[src/hdl/ewl_pkg.sv]
// Purpose: constants shared by the event input wake logic
// Assumes: 125 MHz resume-well clock, 32-bit classic Wishbone
// Notes: sleep state codes follow the sleep-state machine encoding
`default_nettype none
package ewl_pkg;
    // ********************************************
    // clock and timing
    // ********************************************
    localparam int unsigned CLK_HZ = 125_000_000;
    localparam int unsigned DEBOUNCE_MS = 16;
    localparam int unsigned HOLD_S = 4;
    localparam int unsigned DEBOUNCE_CYC = (CLK_HZ / 1000) * DEBOUNCE_MS;
    localparam int unsigned HOLD_CYC = CLK_HZ * HOLD_S;
    // ********************************************
    // sleep state encoding
    // ********************************************
    localparam logic [2:0] ST_S0 = 3'h0;
    localparam logic [2:0] ST_S1 = 3'h1;
    localparam logic [2:0] ST_S4 = 3'h4;
    localparam logic [2:0] ST_S5 = 3'h5;
    // ********************************************
    // register byte offsets
    // ********************************************
    localparam logic [7:0] OFS_CTRL = 8'h00;
    localparam logic [7:0] OFS_LEVEL = 8'h04;
    localparam logic [7:0] OFS_EVT_STS = 8'h08;
    localparam logic [7:0] OFS_EVT_CLR = 8'h0c;
    localparam logic [7:0] OFS_EVT_EN = 8'h10;
    // ********************************************
    // field positions
    // ********************************************
    localparam int CTRL_SCI_SELECT = 0;
    localparam int CTRL_RING_WAKE_ENABLE = 1;
    localparam int CTRL_PME_WAKE_ENABLE = 2;
    localparam int LVL_BUTTON = 0;
    localparam int LVL_RING = 1;
    localparam int LVL_PME = 2;
    localparam int LVL_STATE_LSB = 4;
    localparam int EVT_BUTTON = 0;
    localparam int EVT_PME = 1;
    localparam int EVT_WAKE = 2;
    localparam int EVT_OVERRIDE = 3;
    localparam int EVT_W = 4;
    // ********************************************
    // reset values
    // ********************************************
    localparam logic [2:0] CTRL_RST = 3'h0;
    localparam logic [EVT_W-1:0] EVT_RST = 4'h0;
endpackage : ewl_pkg
`default_nettype wire

[src/hdl/ewl_dbn_if.sv]
// Purpose: carries the raw button pin and the filtered result
// Assumes: one clock domain
// Notes: press is a one-cycle pulse on a new pressed level
`default_nettype none
interface ewl_dbn_if;
    logic raw_n;
    logic pressed;
    logic press;
    modport filt (input raw_n, output pressed, output press);
    modport user (output raw_n, input pressed, input press);
endinterface : ewl_dbn_if
`default_nettype wire

[src/hdl/ewl_debounce.sv]
// Purpose: power button synchroniser and stable-level filter
// Assumes: raw_n is an asynchronous pin, low while pressed
// Notes: reset forces the released level so no press is held over
`default_nettype none
module ewl_debounce
    import ewl_pkg::*;
#(
    parameter int unsigned STABLE_CYC = DEBOUNCE_CYC
) (
    input wire logic i_clk,
    input wire logic i_rst,
    ewl_dbn_if.filt dbn
);
    logic [1:0] sync_reg;
    logic [31:0] cnt_reg;
    logic level_reg;
    logic press_reg;
    // ********************************************
    // two-stage synchroniser
    // ********************************************
    always_ff @(posedge i_clk or posedge i_rst) begin
        if (i_rst) begin
            sync_reg <= 2'h3;
        end else begin
            sync_reg <= {sync_reg[0], dbn.raw_n};
        end
    end
    // ********************************************
    // accept a level only after it held for the full interval
    // ********************************************
    always_ff @(posedge i_clk or posedge i_rst) begin
        if (i_rst) begin
            cnt_reg <= 32'h0;
            level_reg <= 1'b0;
            press_reg <= 1'b0;
        end else begin
            press_reg <= 1'b0;
            if (sync_reg[1] == level_reg) begin
                // sample disagrees with the accepted level: time it
                if (cnt_reg >= STABLE_CYC - 1) begin
                    cnt_reg <= 32'h0;
                    level_reg <= ~level_reg;
                    press_reg <= ~level_reg;
                end else begin
                    cnt_reg <= cnt_reg + 32'h1;
                end
            end else begin
                cnt_reg <= 32'h0;
            end
        end
    end
    assign dbn.pressed = level_reg;
    assign dbn.press = press_reg;
endmodule : ewl_debounce
`default_nettype wire

[src/hdl/ewl_event_wake.sv]
// Purpose: power button, ring and PCI event inputs to irq, wake and off
// Assumes: I_SYS_RST is the resume-well reset; sleep state from same clock
// Notes: registers on classic Wishbone, one-cycle registered ack
`default_nettype none
module ewl_event_wake
    import ewl_pkg::*;
#(
    parameter int unsigned DEBOUNCE_CYCLES = DEBOUNCE_CYC,
    parameter int unsigned HOLD_CYCLES = HOLD_CYC
) (
    input wire logic I_REF_CLK,
    input wire logic I_SYS_RST,
    input wire logic I_POWER_BUTTON_N,
    input wire logic I_RING_INDICATE_N,
    input wire logic I_PCI_PME_N,
    input wire logic [2:0] I_SLEEP_STATE,
    input wire logic I_WB_CYC,
    input wire logic I_WB_STB,
    input wire logic I_WB_WE,
    input wire logic [7:0] I_WB_ADR,
    input wire logic [3:0] I_WB_SEL,
    input wire logic [31:0] I_WB_DAT,
    output logic [31:0] O_WB_DAT,
    output logic O_WB_ACK,
    output logic O_SYS_MGMT_IRQ_N,
    output logic O_SCI,
    output logic O_WAKE,
    output logic O_FORCE_SOFT_OFF,
    output logic O_IRQ
);
    // ********************************************
    // declarations
    // ********************************************
    ewl_dbn_if dbn ();
    logic [1:0] ring_sync_reg;
    logic [1:0] pme_sync_reg;
    logic pme_prev_reg;
    logic ring_cond_prev_reg;
    logic [2:0] ctrl_reg;
    logic [EVT_W-1:0] evt_sts_reg;
    logic [EVT_W-1:0] evt_en_reg;
    logic [EVT_W-1:0] evt_set;
    logic [EVT_W-1:0] evt_clr;
    logic [31:0] hold_cnt_reg;
    logic hold_fired_reg;
    logic [31:0] rd_data;
    logic wb_req;
    logic wr_ok;
    logic in_s0;
    logic sleeping;
    logic ring_active;
    logic ring_cond;
    logic pme_fall;
    logic btn_press;
    logic btn_wake;
    logic ring_wake;
    logic pme_wake;
    logic override_hit;
    logic sci_select;
    logic ring_wake_enable;
    logic pme_wake_enable;
    logic smi_sci_src;

    // ********************************************
    // power button filter
    // ********************************************
    assign dbn.raw_n = I_POWER_BUTTON_N;

    ewl_debounce #(
        .STABLE_CYC(DEBOUNCE_CYCLES)
    ) u_debounce (
        .i_clk(I_REF_CLK),
        .i_rst(I_SYS_RST),
        .dbn(dbn.filt)
    );

    // ********************************************
    // ring and PCI event synchronisers
    // ********************************************
    // no filtering on the ring line: a glitch that survives the
    // synchroniser is taken as a ring
    always_ff @(posedge I_REF_CLK or posedge I_SYS_RST) begin
        if (I_SYS_RST) begin
            ring_sync_reg <= 2'h3;
        end else begin
            ring_sync_reg <= {ring_sync_reg[0], I_RING_INDICATE_N};
        end
    end

    always_ff @(posedge I_REF_CLK or posedge I_SYS_RST) begin
        if (I_SYS_RST) begin
            pme_sync_reg <= 2'h3;
        end else begin
            pme_sync_reg <= {pme_sync_reg[0], I_PCI_PME_N};
        end
    end

    // starts at the idle high level so reset gives no false fall
    always_ff @(posedge I_REF_CLK or posedge I_SYS_RST) begin
        if (I_SYS_RST) begin
            pme_prev_reg <= 1'b1;
        end else begin
            pme_prev_reg <= pme_sync_reg[1];
        end
    end

    always_ff @(posedge I_REF_CLK or posedge I_SYS_RST) begin
        if (I_SYS_RST) begin
            ring_cond_prev_reg <= 1'b0;
        end else begin
            ring_cond_prev_reg <= ring_cond;
        end
    end

    // ********************************************
    // event decode
    // ********************************************
    assign sci_select = ctrl_reg[CTRL_SCI_SELECT];
    assign ring_wake_enable = ctrl_reg[CTRL_RING_WAKE_ENABLE];
    assign pme_wake_enable = ctrl_reg[CTRL_PME_WAKE_ENABLE];
    assign in_s0 = (I_SLEEP_STATE == ST_S0);
    assign sleeping = (I_SLEEP_STATE >= ST_S1) && (I_SLEEP_STATE <= ST_S5);
    assign ring_active = ~ring_sync_reg[1];
    // only the high-to-low edge counts; the rising edge is dropped
    assign pme_fall = pme_prev_reg & ~pme_sync_reg[1];
    // reset holds the filter released, so G3 presses never register
    assign btn_press = dbn.press;
    assign btn_wake = btn_press & sleeping;
    assign ring_cond = ring_active & sleeping & ring_wake_enable;
    assign ring_wake = ring_cond & ~ring_cond_prev_reg;
    assign pme_wake = pme_fall & sleeping & pme_wake_enable;

    // ********************************************
    // four second hold timer
    // ********************************************
    // runs only while pressed in S0; a press held through a wake
    // restarts from zero once S0 is reached
    always_ff @(posedge I_REF_CLK or posedge I_SYS_RST) begin
        if (I_SYS_RST) begin
            hold_cnt_reg <= 32'h0;
        end else if (dbn.pressed && in_s0) begin
            if (hold_cnt_reg < HOLD_CYCLES - 1) begin
                hold_cnt_reg <= hold_cnt_reg + 32'h1;
            end
        end else begin
            hold_cnt_reg <= 32'h0;
        end
    end

    // one forced off per hold: only a release or leaving S0 rearms it
    always_ff @(posedge I_REF_CLK or posedge I_SYS_RST) begin
        if (I_SYS_RST) begin
            hold_fired_reg <= 1'b0;
        end else if (!(dbn.pressed && in_s0)) begin
            hold_fired_reg <= 1'b0;
        end else if (hold_cnt_reg >= HOLD_CYCLES - 1) begin
            hold_fired_reg <= 1'b1;
        end
    end

    assign override_hit = dbn.pressed && in_s0 && !hold_fired_reg
        && (hold_cnt_reg == HOLD_CYCLES - 1);

    // ********************************************
    // wake and forced off outputs
    // ********************************************
    // no handshake input exists: the request leaves the block directly
    always_ff @(posedge I_REF_CLK or posedge I_SYS_RST) begin
        if (I_SYS_RST) begin
            O_WAKE <= 1'b0;
        end else begin
            O_WAKE <= btn_wake | ring_wake | pme_wake;
        end
    end

    always_ff @(posedge I_REF_CLK or posedge I_SYS_RST) begin
        if (I_SYS_RST) begin
            O_FORCE_SOFT_OFF <= 1'b0;
        end else begin
            O_FORCE_SOFT_OFF <= override_hit;
        end
    end

    // ********************************************
    // wishbone slave
    // ********************************************
    assign wb_req = I_WB_CYC & I_WB_STB & ~O_WB_ACK;
    assign wr_ok = wb_req & I_WB_WE & I_WB_SEL[0];

    always_ff @(posedge I_REF_CLK or posedge I_SYS_RST) begin
        if (I_SYS_RST) begin
            O_WB_ACK <= 1'b0;
        end else begin
            O_WB_ACK <= wb_req;
        end
    end

    always_ff @(posedge I_REF_CLK or posedge I_SYS_RST) begin
        if (I_SYS_RST) begin
            ctrl_reg <= CTRL_RST;
        end else if (wr_ok && I_WB_ADR == OFS_CTRL) begin
            ctrl_reg <= I_WB_DAT[2:0];
        end
    end

    always_ff @(posedge I_REF_CLK or posedge I_SYS_RST) begin
        if (I_SYS_RST) begin
            evt_en_reg <= EVT_RST;
        end else if (wr_ok && I_WB_ADR == OFS_EVT_EN) begin
            evt_en_reg <= I_WB_DAT[EVT_W-1:0];
        end
    end

    always_comb begin
        rd_data = 32'h0;
        case (I_WB_ADR)
            OFS_CTRL: begin
                rd_data[2:0] = ctrl_reg;
            end
            OFS_LEVEL: begin
                rd_data[LVL_BUTTON] = dbn.pressed;
                rd_data[LVL_RING] = ring_active;
                rd_data[LVL_PME] = ~pme_sync_reg[1];
                rd_data[LVL_STATE_LSB +: 3] = I_SLEEP_STATE;
            end
            OFS_EVT_STS: begin
                rd_data[EVT_W-1:0] = evt_sts_reg;
            end
            OFS_EVT_EN: begin
                rd_data[EVT_W-1:0] = evt_en_reg;
            end
            default: begin
                rd_data = 32'h0;
            end
        endcase
    end

    always_ff @(posedge I_REF_CLK or posedge I_SYS_RST) begin
        if (I_SYS_RST) begin
            O_WB_DAT <= 32'h0;
        end else if (wb_req && !I_WB_WE) begin
            O_WB_DAT <= rd_data;
        end else begin
            O_WB_DAT <= 32'h0;
        end
    end

    // ********************************************
    // sticky event status
    // ********************************************
    always_comb begin
        evt_set = EVT_RST;
        evt_set[EVT_BUTTON] = btn_press;
        evt_set[EVT_PME] = pme_fall;
        evt_set[EVT_WAKE] = btn_wake | ring_wake | pme_wake;
        evt_set[EVT_OVERRIDE] = override_hit;
    end

    assign evt_clr = (wr_ok && I_WB_ADR == OFS_EVT_CLR) ? I_WB_DAT[EVT_W-1:0] : EVT_RST;

    // a set in the clearing cycle wins, so no press is lost
    genvar gi;
    generate
        for (gi = 0; gi < EVT_W; gi++) begin : g_sts
            always_ff @(posedge I_REF_CLK or posedge I_SYS_RST) begin
                if (I_SYS_RST) begin
                    evt_sts_reg[gi] <= 1'b0;
                end else if (evt_set[gi]) begin
                    evt_sts_reg[gi] <= 1'b1;
                end else if (evt_clr[gi]) begin
                    evt_sts_reg[gi] <= 1'b0;
                end
            end
        end
    endgenerate

    // ********************************************
    // SMI, SCI and interrupt outputs
    // ********************************************
    // button and PCI events hold their request until software clears
    // the status; in sleep they still latch and raise the request at once
    assign smi_sci_src = evt_sts_reg[EVT_BUTTON] | evt_sts_reg[EVT_PME];

    always_ff @(posedge I_REF_CLK or posedge I_SYS_RST) begin
        if (I_SYS_RST) begin
            O_SYS_MGMT_IRQ_N <= 1'b1;
        end else begin
            O_SYS_MGMT_IRQ_N <= ~(smi_sci_src & ~sci_select);
        end
    end

    always_ff @(posedge I_REF_CLK or posedge I_SYS_RST) begin
        if (I_SYS_RST) begin
            O_SCI <= 1'b0;
        end else begin
            O_SCI <= smi_sci_src & sci_select;
        end
    end

    always_ff @(posedge I_REF_CLK or posedge I_SYS_RST) begin
        if (I_SYS_RST) begin
            O_IRQ <= 1'b0;
        end else begin
            O_IRQ <= |(evt_sts_reg & evt_en_reg);
        end
    end
endmodule : ewl_event_wake
`default_nettype wire

[config.mk]
export PLATFORM = sky130hd
export DESIGN_NAME = ewl_event_wake
export DESIGN_NICKNAME = d
export VERILOG_FILES = /design/src/hdl/ewl_pkg.sv /design/src/hdl/ewl_dbn_if.sv /design/src/hdl/ewl_debounce.sv /design/src/hdl/ewl_event_wake.sv
export SDC_FILE = /design/constraint.sdc
export NUM_CORES = 1
export LEC_CHECK = 0
export BUFFER_PORTS_ARGS = -buffer_cell sky130_fd_sc_hd__buf_2
export CAP_MARGIN = 20
export CORE_MARGIN = 4
export CORE_UTILIZATION = 47
export CTS_CLUSTER_SIZE = 10
export DETAILED_ROUTE_END_ITERATION = 7
export GPL_ROUTABILITY_DRIVEN = 1
export HOLD_SLACK_MARGIN = 0.1
export PLACE_DENSITY = 0.72
export SLEW_MARGIN = 20
export SYNTH_ARGS = -nofsm -noshare
export SYNTH_HDL_FRONTEND = slang
export SYNTH_SLANG_ARGS = --single-unit
export TNS_END_PERCENT = 100
[constraint.sdc]
create_clock -name I_REF_CLK -period 3.9 [get_ports I_REF_CLK]
set_input_delay 0.39 -clock I_REF_CLK [delete_from_list [all_inputs] [get_ports I_REF_CLK]]
set_output_delay 0.39 -clock I_REF_CLK [all_outputs]
set_load 0.005 [all_outputs]
### Word level (Yosys, flattened, before mapping)

Index checks and enable logic that the tools add are counted.
W data, S select, Z words.

* order comparisons: 5
* muxes and demuxes: 21
* bitwise operators: 24
* add/subtract/negate cells: 2
* eq/ne operators: 8
* reduce and logical (&&, ||, !) cells: 18

Operators by type and width (count)
* $mux W32: 4
* $add A32 B1 Y32 const B: 2
* $eq A32 B29 Y1 const B: 1
* $ge A32 B21 Y1 const B: 1
* $ge A32 B29 Y1 const B: 1
* $lt A32 B29 Y1 const B: 1
* $eq A8 B4 Y1 const B: 2
* $and A1 B1 Y1: 13
* $mux W1: 12
* $pmux W3 S4: 1
* $eq A8 B3 Y1 const B: 1
* $eq A8 B5 Y1 const B: 1
* $logic_and A1 B1 Y1: 8
* $logic_not A8 Y1: 1
* $reduce_bool A2 Y1: 4
* $mux W7: 1
* $not A1 Y1: 7
* $and A4 B4 Y4: 1
* $mux W4: 1
* $ne A2 B1 Y1 const B: 2
* $reduce_or A4 Y1: 1
* $ge A3 B1 Y1 const B: 1
* $le A3 B3 Y1 const B: 1
* $logic_not A3 Y1: 1
* other kinds (6): 9

* register bits: 124
* input port bits: 55
* output and inout bits: 38
* word-level logic and storage cells: 101

### Longest topological paths before layout

Gate-level depths: netlist of run 1.

* depth in word-level cells: 8
* gate-level depth with buffers: 8
* gate-level depth less buffers: 6

### Cells and area by module

From an unflattened synthesis of run 1, not the netlist that was laid out.

* cells, all modules: 448
* area total of the unflattened synthesis: 4699.5 um^2

By module, submodules not included
* ewl_event_wake: times used 1, sequential area each 1584.0 um^2, cells each 317, area an instance 3158.0 um^2
* ewl_debounce: times used 1, sequential area each 903.4 um^2, cells each 131, area an instance 1541.5 um^2

### Least setup slack after synthesis of run 1

OpenSTA, ideal clock, no wires.

* path type: register to register
* start point: reg hold_cnt_reg[29]
* end point: reg hold_cnt_reg[1]
* data arrival time: 2.013 ns
* period minus slack after synthesis: 2.088 ns
* library setup time: 0.075 ns
* path buffers: 2
* setup slack: 1.812 ns
* data required time: 3.825 ns
* cell stages (with the launch flop): 8
* cell sequence: dfrtp_1 > or3_4 > or4_4 > a211oi_4 > buf_6 > buf_8 > o21ai_1 > a21oi_2

* longest elaborated chain between the ends: 2

Ends and longest elaborated chain
* start, declared: line ewl_event_wake.sv:44 `logic [31:0] hold_cnt_reg;`
* start signal, assigned: line ewl_event_wake.sv:143 `hold_cnt_reg <= hold_cnt_reg + 32'h1;`
* $lt A32 B29 Y1: line ewl_event_wake.sv:142 `if (hold_cnt_reg < HOLD_CYCLES - 1) begin`
* $ne A2 B1 Y1 (no source line)

Every way passes these cells.
A chain may end at the register's enable or synchronous reset.

### Worst setup path after layout of run 1

* start point: reg hold_cnt_reg[29]
* end point: reg hold_cnt_reg[11]

The elaborated chain is that of the path after synthesis.

==> impl_metrics.py, run 1 <==
metrics = {
    "status": {
        "outcome": "complete, no violations",
    },
    "clocking": {
        "cts_tree": "done",
        "cts_resized": 0,
        "cts_sinks": 99,
        "cts.clk_slew.worst_paths_ps": 100,
        "clk_latency_ps": 360,
        "postCtsSetupRepairBufs": 0,
        "clk_path_buf_depth": 2,
        "root_buffer": "clkbuf_8",
        "cts_buffers": 9,
        "h-tree-depth": 3,
    },
    "route": {
        "drt_iter0_drc": 290,
        "routed_wl_um": 9830,
        "viasPerCell": 5.57,
        "firstDrtPassIters": 6,
        "drc_errors": 0,
        "post_drt_wl_per_cell_um": 15.3,
        "ant_nets": 0,
        "vias": 3568,
    },
    "global_routing": {
        "grt_pass1_vias": 3450,
        "met2_usage_pct": 28.1,
        "use_met1_pct": 22.5,
        "grt-busiest-layer": "met2",
        "grt_overflow_total": 0,
        "antenna_found_initial": 0,
        "gr-usage-all-layers_pct": 17.3,
        "grt_max_degree": 78,
        "grt_pass1_wl_um": 16400,
        "met3_usage_pct": 4.52,
    },
    "critical_path": {
        "slowest_stage": "a211oi_4",
        "path_buf_inv": 0,
        "r2r_end": "hold_cnt_reg[11]",
        "cpLargestDelayFamily": "simple AND/OR/NAND/NOR gates",
        "r2r-start": "hold_cnt_reg[29]",
        "worstPathRequired_ps": 4120,
        "critPathMaxFanout": 26,
        "critPathArrivalTime_ps": 2800,
        "worstPathCellList": "or3_4 > or4_4 > a211oi_4 > or4_1 > a21oi_2",
        "worst_setup_path_start_kind": "flip-flop",
        "crit_path_end_kind": "flip-flop",
        "critical_path_class": "flip-flop to flip-flop",
        "reg2reg_depth": 5,
        "cpPeakStageDelay_ps": 760,
        "r2r_slack_ps": 1320,
    },
    "synth": {
        "synth_most_common_cell": "dfrtp_1",
        "synth_edf_count": 0,
        "synth_flop_cell": "dfrtp_1",
        "yosys.area.top_type": "dfrtp_1",
        "async_flop_share_pct": 100,
        "syn_avg_cell_area_um2": 10.6,
        "netlist_area_um2": 4830,
        "yosys-top-cells-area": "dfrtp_1 47%, dfstp_2 4.4%, buf_4 3.9%",
        "ys_top_cells_by_count": "91 x dfrtp_1, 35 x nand2_1, 31 x nor2_1, 25 x buf_4, 20 x nand3_1",
        "ys_warn_count": 0,
        "synth.ff_latch_count": 99,
        "ys_types": 60,
        "synth_seq_area_share_pct": 51.5,
        "netlist.area_leader.share_pct": 47.1,
        "syn_inst": 458,
    },
    "floorplanning": {
        "fp.coreArea_um2": 9910,
        "dieArea_um2": 12000,
        "core.rowCount": 36,
        "die_h_um": 109,
        "die_x_um": 109,
        "start_util_pct": 48.8,
        "ios": 93,
    },
    "place": {
        "dpl-instance-area_um2": 5060,
        "dp_slack_ps": 1340,
        "dp_cells": 622,
        "place_congestion": 0.877,
        "port_buffers": 36,
        "detailed_place_hpwl_um": 6910,
    },
    "sta": {
        "setup_viol": 0,
        "hold_viol": 0,
        "fin_setup_tns_ps": 0,
        "fmax_ghz": 0.387,
        "fin_crit_sh_pct": 66.2,
        "fin_skew_ps": 9.67,
        "slew_violations": 0,
        "timing.final.ws_setup_ps": 1320,
        "tightest_slew_ps": 963,
        "grt_setup_unrepaired": "false",
        "finalCriticalPeriod_ps": 2580,
        "relSlewSlack_pct": 35.8,
    },
    "job": {
        "drv_cap": 0,
    },
    "layout": {
        "final_cells": 641,
        "num_antenna_cells": 0,
        "stdcell_area_um2": 5290,
        "fillCellCount": 888,
        "multi_input_area_um2": 2180,
        "area_delta_synth_final_pct": 9.45,
        "drive_gt1_share_pct": 16.9,
        "nNetsFinal": 560,
        "utilization_pct": 53.4,
        "seqCellArea_um2": 2490,
    },
    "hold_path": {
        "hold_path_class": "primary input to async pin",
    },
    "power": {
        "power.density_nw_per_um2": 336,
        "cellLeakagePower_nw": 2.28,
        "max-vdd-ir-drop_mv": 0.239,
    },
}
-- timing repair --
| item | 4_1_cts | 5_1_grt |
|---|---|---|
| endpoints found under the hold margin | 2 | 1 |
| hold buffers | 2 | 1 |
| endpoints found under the setup margin | 0 | 0 |
-- how the worst max path moves through the flow --
| stage | start | to | slack [ps] | cells after the start |
|---|---|---|---|---|
| finish | hold_cnt_reg[29] | hold_cnt_reg[11] | 1320 | 5 |
| global route | hold_cnt_reg[0] | hold_cnt_reg[17] | 1070 | 6 |
| CTS | hold_cnt_reg[29] | hold_cnt_reg[17] | 1310 | 5 |
| detailed placement | hold_cnt_reg[29] | hold_cnt_reg[17] | 1340 | 5 |
| global placement | hold_cnt_reg[29] | hold_cnt_reg[13] | 1360 | 5 |
| floorplan | I_SYS_RST | O_FORCE_SOFT_OFF | 930 | 1 |
-- per-layer routing --
metal | part of all wire, % | vias to the layer above
li1 | - | 1711
met1 | 45 | 1757
met2 | 49 | 84
met3 | 4.5 | 16
met4 | 1.4 | 0
met5 | 0 | -
-- logic make-up after synthesis --
| logic type | Yosys count | share of synthesized area [%] |
|---|---|---|
| buf+inv | 49 | 6.19 |
| compound gates | 72 | 11.3 |
| fa+ha+maj | 3 | 0.725 |
| flops | 99 | 51.5 |
| other cells | 1 | 0.0776 |
| xor+xnor | 19 | 3.44 |
| mux | 17 | 3.78 |
| simple gates | 198 | 23.0 |
-- area by class of cell --
class                   count  share of cell area [%]
clock inverters             6                    1.32
well taps                 133                    3.15
multi-input cells         345                    41.3
repair buffers             41                    4.26
inverters                   7                   0.544
flip-flops and latches     99                    47.0
clock buffers              10                    2.41
-- worst register-to-register path, cell delays in order (launching register included) --
cell and delay [ps]:
dfrtp_1 390, or3_4 400, or4_4 570, a211oi_4 760, or4_1 250, a21oi_2 60
-- power breakdown --
| part | leakage [nW] | total, mW | switching [mW] | internal (mW) |
|---|---|---|---|---|
| sequential | 1.31 | 1.05 | 0.00621 | 1.04 |
| clock | 0.102 | 0.661 | 0.357 | 0.304 |
| combinational | 0.871 | 0.0700 | 0.0485 | 0.0215 |
-- stage by stage --
stage	power, mW	hold slack, ps
6_report	1.78	235
5_1_grt	1.85	255
4_1_cts	1.80	105
3_5_place_dp	1.14	350
3_3_place_gp	1.13	347
2_1_floorplan	1.12	345
-- placed cells by master (no fill, tap or decap), types with 11 or more instances in the layout --
| master | instances |
|---|---|
| xor2_1 | 12 |
| o31ai_1 | 11 |
| buf_2 | 36 |
| nor2_1 | 31 |
| nand2_1 | 35 |
| or4_1 | 12 |
| dfrtp_1 | 91 |
| nor3_1 | 11 |
| nand3_1 | 20 |
| a21oi_1 | 11 |
| nand4_1 | 17 |
| conb_1 | 36 |
Power figures use the tool's default switching activity.
==> inputs of run 2 (changes only) <==
- PLACE_DENSITY: 0.72 -> 0.74
- clock period: 3.9 -> 2.16 ns (I/O delays scaled with it)
==> impl_metrics.py, run 2 (synthesis gave the netlist of run 1 again) <==
metrics = {
    "critical_path": {
        "critPathCapture": "hold_cnt_reg[4]",
        "r2r_end": "hold_cnt_reg[4]",
        "r2r_slack_ps": 20,
        "crit_path_end_kind": "flip-flop",
        "reg2reg_depth": 6,
        "startpoint": "hold_cnt_reg[29]",
        "r2r-start": "hold_cnt_reg[29]",
        "worstPathRequired_ps": 2420,
        "critical_path_class": "flip-flop to flip-flop",
        "worst_setup_path_start_kind": "flip-flop",
        "critPathMaxFanout": 12,
        "critPathArrivalTime_ps": 2400,
    },
    "global_routing": {
        "grt_pass1_wl_um": 16900,
        "grt_max_degree": 53,
        "grt_overflow_total": 0,
        "antenna_found_initial": 0,
        "grt_pass1_vias": 3655,
        "gr-usage-all-layers_pct": 17.7,
    },
    "route": {
        "ant_nets": 0,
        "routed_wl_um": 10100,
        "vias": 3681,
        "viasPerCell": 5.50,
        "drc_errors": 0,
        "drt_iter0_drc": 261,
        "firstDrtPassIters": 5,
        "post_drt_wl_per_cell_um": 15.0,
    },
    "layout": {
        "utilization_pct": 56.2,
        "fillCellCount": 861,
        "final_common_cell": "dfrtp_1",
        "final_cell_mix": "91 x dfrtp_1, 36 x conb_1, 36 x buf_2",
        "area_delta_synth_final_pct": 15.3,
        "nNetsFinal": 588,
        "drive_gt1_share_pct": 21.8,
        "final_cells": 669,
        "num_antenna_cells": 0,
    },
    "place": {
        "port_buffers": 36,
        "dp_cells": 643,
        "detailed_place_hpwl_um": 7070,
        "place_congestion": 0.938,
    },
    "sta": {
        "tightest_slew_ps": 708,
        "fmax_ghz": 0.467,
        "fin_crit_sh_pct": 99.1,
        "slew_violations": 0,
        "hold_viol": 0,
        "setup_viol": 0,
        "grt_setup_unrepaired": "true",
        "finalCriticalPeriod_ps": 2140,
        "fin_skew_ps": 8.60,
        "relSlewSlack_pct": 52.1,
    },
    "clocking": {
        "cts_sinks": 99,
        "clk_path_buf_depth": 2,
        "root_buffer": "clkbuf_8",
        "cts_tree": "done",
        "h-tree-depth": 3,
        "clk_latency_ps": 360,
        "cts.clk_slew.worst_paths_ps": 90,
        "cts_buffers": 9,
    },
    "power": {
        "cellLeakagePower_nw": 2.41,
        "internal_power_mw": 2.47,
        "p_comb_share_pct": 4.3,
        "p_sw_mw": 0.735,
        "max-vdd-ir-drop_mv": 0.469,
        "netSwitchingFraction_pct": 22.9,
        "p_seq_share_pct": 59.0,
        "power.density_nw_per_um2": 575,
        "clockPowerShare_pct": 36.7,
    },
    "floorplanning": {
        "start_util_pct": 48.8,
        "ios": 93,
        "fp.coreArea_um2": 9910,
        "die_h_um": 109,
        "dieArea_um2": 12000,
        "die_x_um": 109,
        "core.rowCount": 36,
    },
    "hold_path": {
        "hold_path_class": "primary input to flip-flop",
    },
    "job": {
        "drv_cap": 0,
    },
    "status": {
        "outcome": "complete, no violations",
    },
}
## run 2: per-layer routing
layer	up-vias	global-route usage [%]	part of all wire, %
li1	1775	-	-
met3	8	4.29	3.3
met1	1837	23.5	46
met4	0	5.88	1.1
met5	-	0	0
met2	61	28.5	50
## run 2: area by class of cell
class | instances | area (um2) | area share, %
flip-flops and latches | 99 | 2490 | 44.7
repair buffers | 69 | 463 | 8.31
inverters | 7 | 30.0 | 0.539
well taps | 133 | 166 | 2.99
multi-input cells | 345 | 2230 | 40.0
clock inverters | 5 | 61.3 | 1.10
clock buffers | 11 | 131 | 2.36
## run 2: per-stage QoR
stage	hold slack [ps]	setup slack [ps]	setup TNS, ps	power, mW	instance area (um2)
floorplan	220	71.9	0	2.03	4970
global placement	283	23.8	0	2.05	5230
detailed placement	293	-30.9	-89.4	2.06	5230
CTS	109	-21.1	-72.1	3.24	5510
global route	108	-48.9	-387	3.34	5570
finish	129	19.1	0	3.20	5570
## run 2: timing repair
| action | 4_1_cts | 5_1_grt |
|---|---|---|
| pin swaps | 1 | 3 |
| gates resized for setup | 2 | 9 |
| setup buffers | 1 | 3 |
| endpoints found under the hold margin | 26 | 0 |
| hold buffers | 6 | 0 |
| endpoints found under the setup margin | 11 | 22 |
## run 2: worst max-delay path: stages, from the launching register on
cell      delay, ps
dfrtp_1         390
or3_4           420
or4_4           580
a211oi_4        230
buf_6           190
nor4_1           60
o21a_1          170
## run 2: worst min-delay path by stage
stage	start	to	slack [ps]	cells after the start
global route	I_WB_DAT[0]	ctrl_reg[0]	110	2
finish	I_WB_DAT[1]	ctrl_reg[1]	130	2
CTS	I_SLEEP_STATE[2]	O_WB_DAT[6]	110	2
detailed placement	I_SYS_RST	u_debounce.cnt_reg[2]	290	2
floorplan	I_PCI_PME_N	pme_sync_reg[0]	220	0
global placement	I_SYS_RST	u_debounce.cnt_reg[2]	280	2
## run 2: power groups by stage
stage / Combinational (mW) / Sequential [mW] / Clock, mW
final: 0.137 / 1.89 / 1.18
after CTS: 0.138 / 1.89 / 1.21
after global placement: 0.126 / 1.93 / 0
after detailed placement: 0.129 / 1.93 / 0
after global routing: 0.159 / 1.89 / 1.29
after floorplan: 0.104 / 1.92 / 0
==> inputs of run 3 (changes only) <==
- CORE_ASPECT_RATIO: default -> 1.25
- CORE_MARGIN: 4 -> 3
==> impl_metrics.py, run 3 (synthesis gave the netlist of run 1 again) <==
metrics = {
    "route": {
        "drt_iter0_drc": 238,
        "viasPerCell": 5.68,
        "post_drt_wl_per_cell_um": 15.5,
        "drc_errors": 0,
        "ant_nets": 0,
        "firstDrtPassIters": 6,
        "routed_wl_um": 10200,
        "vias": 3740,
    },
    "place": {
        "detailed_place_hpwl_um": 6900,
        "port_buffers": 36,
        "place_congestion": 0.896,
        "dpl-instance-area_um2": 5220,
    },
    "sta": {
        "setup_viol": 0,
        "relSlewSlack_pct": 52.3,
        "finalCriticalPeriod_ps": 2130,
        "slew_violations": 0,
        "tightest_slew_ps": 706,
        "grt_setup_unrepaired": "true",
        "fmax_ghz": 0.470,
        "hold_viol": 0,
        "fin_skew_ps": 7.86,
        "fin_crit_sh_pct": 98.4,
    },
    "clocking": {
        "cts_tree": "done",
        "h-tree-depth": 3,
        "clk_path_buf_depth": 2,
        "cts_buffers": 9,
        "clk_latency_ps": 340,
        "cts.clk_slew.worst_paths_ps": 70,
        "root_buffer": "clkbuf_16",
        "cts_sinks": 99,
    },
    "critical_path": {
        "cpLargestDelayFamily": "simple AND/OR/NAND/NOR gates",
        "slowest_stage": "or4_4",
        "reg2reg_depth": 5,
        "worstPathCellList": "or3_4 > or4_4 > a211o_2 > nand3_1 > mux2i_1",
        "critPathArrivalTime_ps": 2390,
        "worst_setup_path_start_kind": "flip-flop",
        "path_buf_inv": 0,
        "cpPeakStageDelay_ps": 580,
        "cp_num_cells": 5,
        "critPathMaxFanout": 7,
        "crit_path_end_kind": "flip-flop",
        "worstPathRequired_ps": 2420,
        "critical_path_class": "flip-flop to flip-flop",
    },
    "floorplanning": {
        "fp.coreArea_um2": 9810,
        "ios": 93,
        "die_x_um": 96.7,
        "dieArea_um2": 11500,
        "start_util_pct": 49.3,
        "die_h_um": 119,
        "core.rowCount": 40,
    },
    "hold_path": {
        "hold_path_depth": 2,
        "hold_path_class": "primary input to flip-flop",
    },
    "global_routing": {
        "grt_max_degree": 100,
        "grt_pass1_vias": 3657,
        "antenna_found_initial": 1,
        "grt_pass1_wl_um": 17400,
        "gr-usage-all-layers_pct": 18.1,
        "grt_overflow_total": 0,
    },
    "layout": {
        "final_cell_mix": "91 x dfrtp_1, 36 x conb_1, 36 x buf_2",
        "drive_gt1_share_pct": 21.8,
        "num_antenna_cells": 0,
        "nNetsFinal": 585,
        "stdcell_area_um2": 5610,
        "fillCellCount": 848,
        "area_delta_synth_final_pct": 16.1,
        "final_common_cell": "dfrtp_1",
    },
    "status": {
        "outcome": "complete, no violations",
    },
    "power": {
        "cellLeakagePower_nw": 2.44,
        "power.density_nw_per_um2": 619,
        "max-vdd-ir-drop_mv": 0.329,
        "power_mw": 3.48,
    },
    "job": {
        "drv_cap": 0,
    },
}
run 3: changes by cell type in the layout (fill, tap and decap cells not counted), sizes merged:
cell | previous run | this run
bufinv | 1 | 0
clkbuf | 11 | 12
dlygate4sd3 | 6 | 4
clkinvlp | 4 | 3
buf | 63 | 62
clkinv | 0 | 1
run 3: path summary, 6_finish.rpt:
path                                        start                endpoint  slack (ps)
max reg2reg                      hold_cnt_reg[29]        hold_cnt_reg[16]          30
min reg2reg                u_debounce.sync_reg[0]  u_debounce.sync_reg[1]         360
min                                   I_WB_DAT[3]           evt_en_reg[3]         130
min in group asynchronous               I_SYS_RST             O_WB_DAT[3]         570
max in group asynchronous               I_SYS_RST   u_debounce.cnt_reg[2]        1200
max                              hold_cnt_reg[29]        hold_cnt_reg[16]          30
run 3: stage by stage:
| step | setup TNS (ps) | utilization, % | worst slack (ps) | instances | hold slack (ps) |
|---|---|---|---|---|---|
| finish | 0 | 57.2 | 34.2 | 659 | 127 |
| global route | -360 | 57.2 | -53.9 | 659 | 135 |
| CTS | 0 | 56.3 | 3.69 | 654 | 121 |
| detailed placement | 0 | 53.2 | 17.6 | 634 | 325 |
| global placement | 0 | 53.2 | 27.8 | 634 | 322 |
| floorplan | 0 | - | 71.9 | 493 | 220 |
run 3: area by class of cell:
cell class	instances	area (um2)	share of cell area, %
timing repair buffer	66	444	7.92
clock buffer	12	236	4.21
sequential	99	2490	44.3
clock inverter	4	28.8	0.513
tap	126	158	2.81
multi-input combinational	345	2230	39.7
inverter	7	30.0	0.535
run 3: layer usage:
metal,global-route usage (%),vias to the layer above,share of wire (%)
li1,-,1761,-
met1,22.8,1868,42
met2,30.4,92,52
met3,3.57,17,4.0
met4,7.81,2,1.7
met5,0,-,0.13
run 3: where the power goes:
| group | switching, mW | total [mW] | internal (mW) |
|---|---|---|---|
| clock network | 0.667 | 1.45 | 0.784 |
| registers | 0.0104 | 1.89 | 1.88 |
| logic | 0.0885 | 0.132 | 0.0440 |
| total | 0.765 | 3.48 | 2.71 |
run 3: timing repair:
item	CTS	global route
hold endpoints to repair	94	0
buffers inserted	0	5
hold buffers	4	0
setup endpoints to repair	0	20
resized for setup	0	11
run 3: worst register-to-register path: cells and delay by family, from the launching register on:
family           cells  cell delay, ps
AND/OR/NAND/NOR      3            1130
AO/OA/AOI/OAI        1             360
multiplexers         1             190
flip-flops           1             370
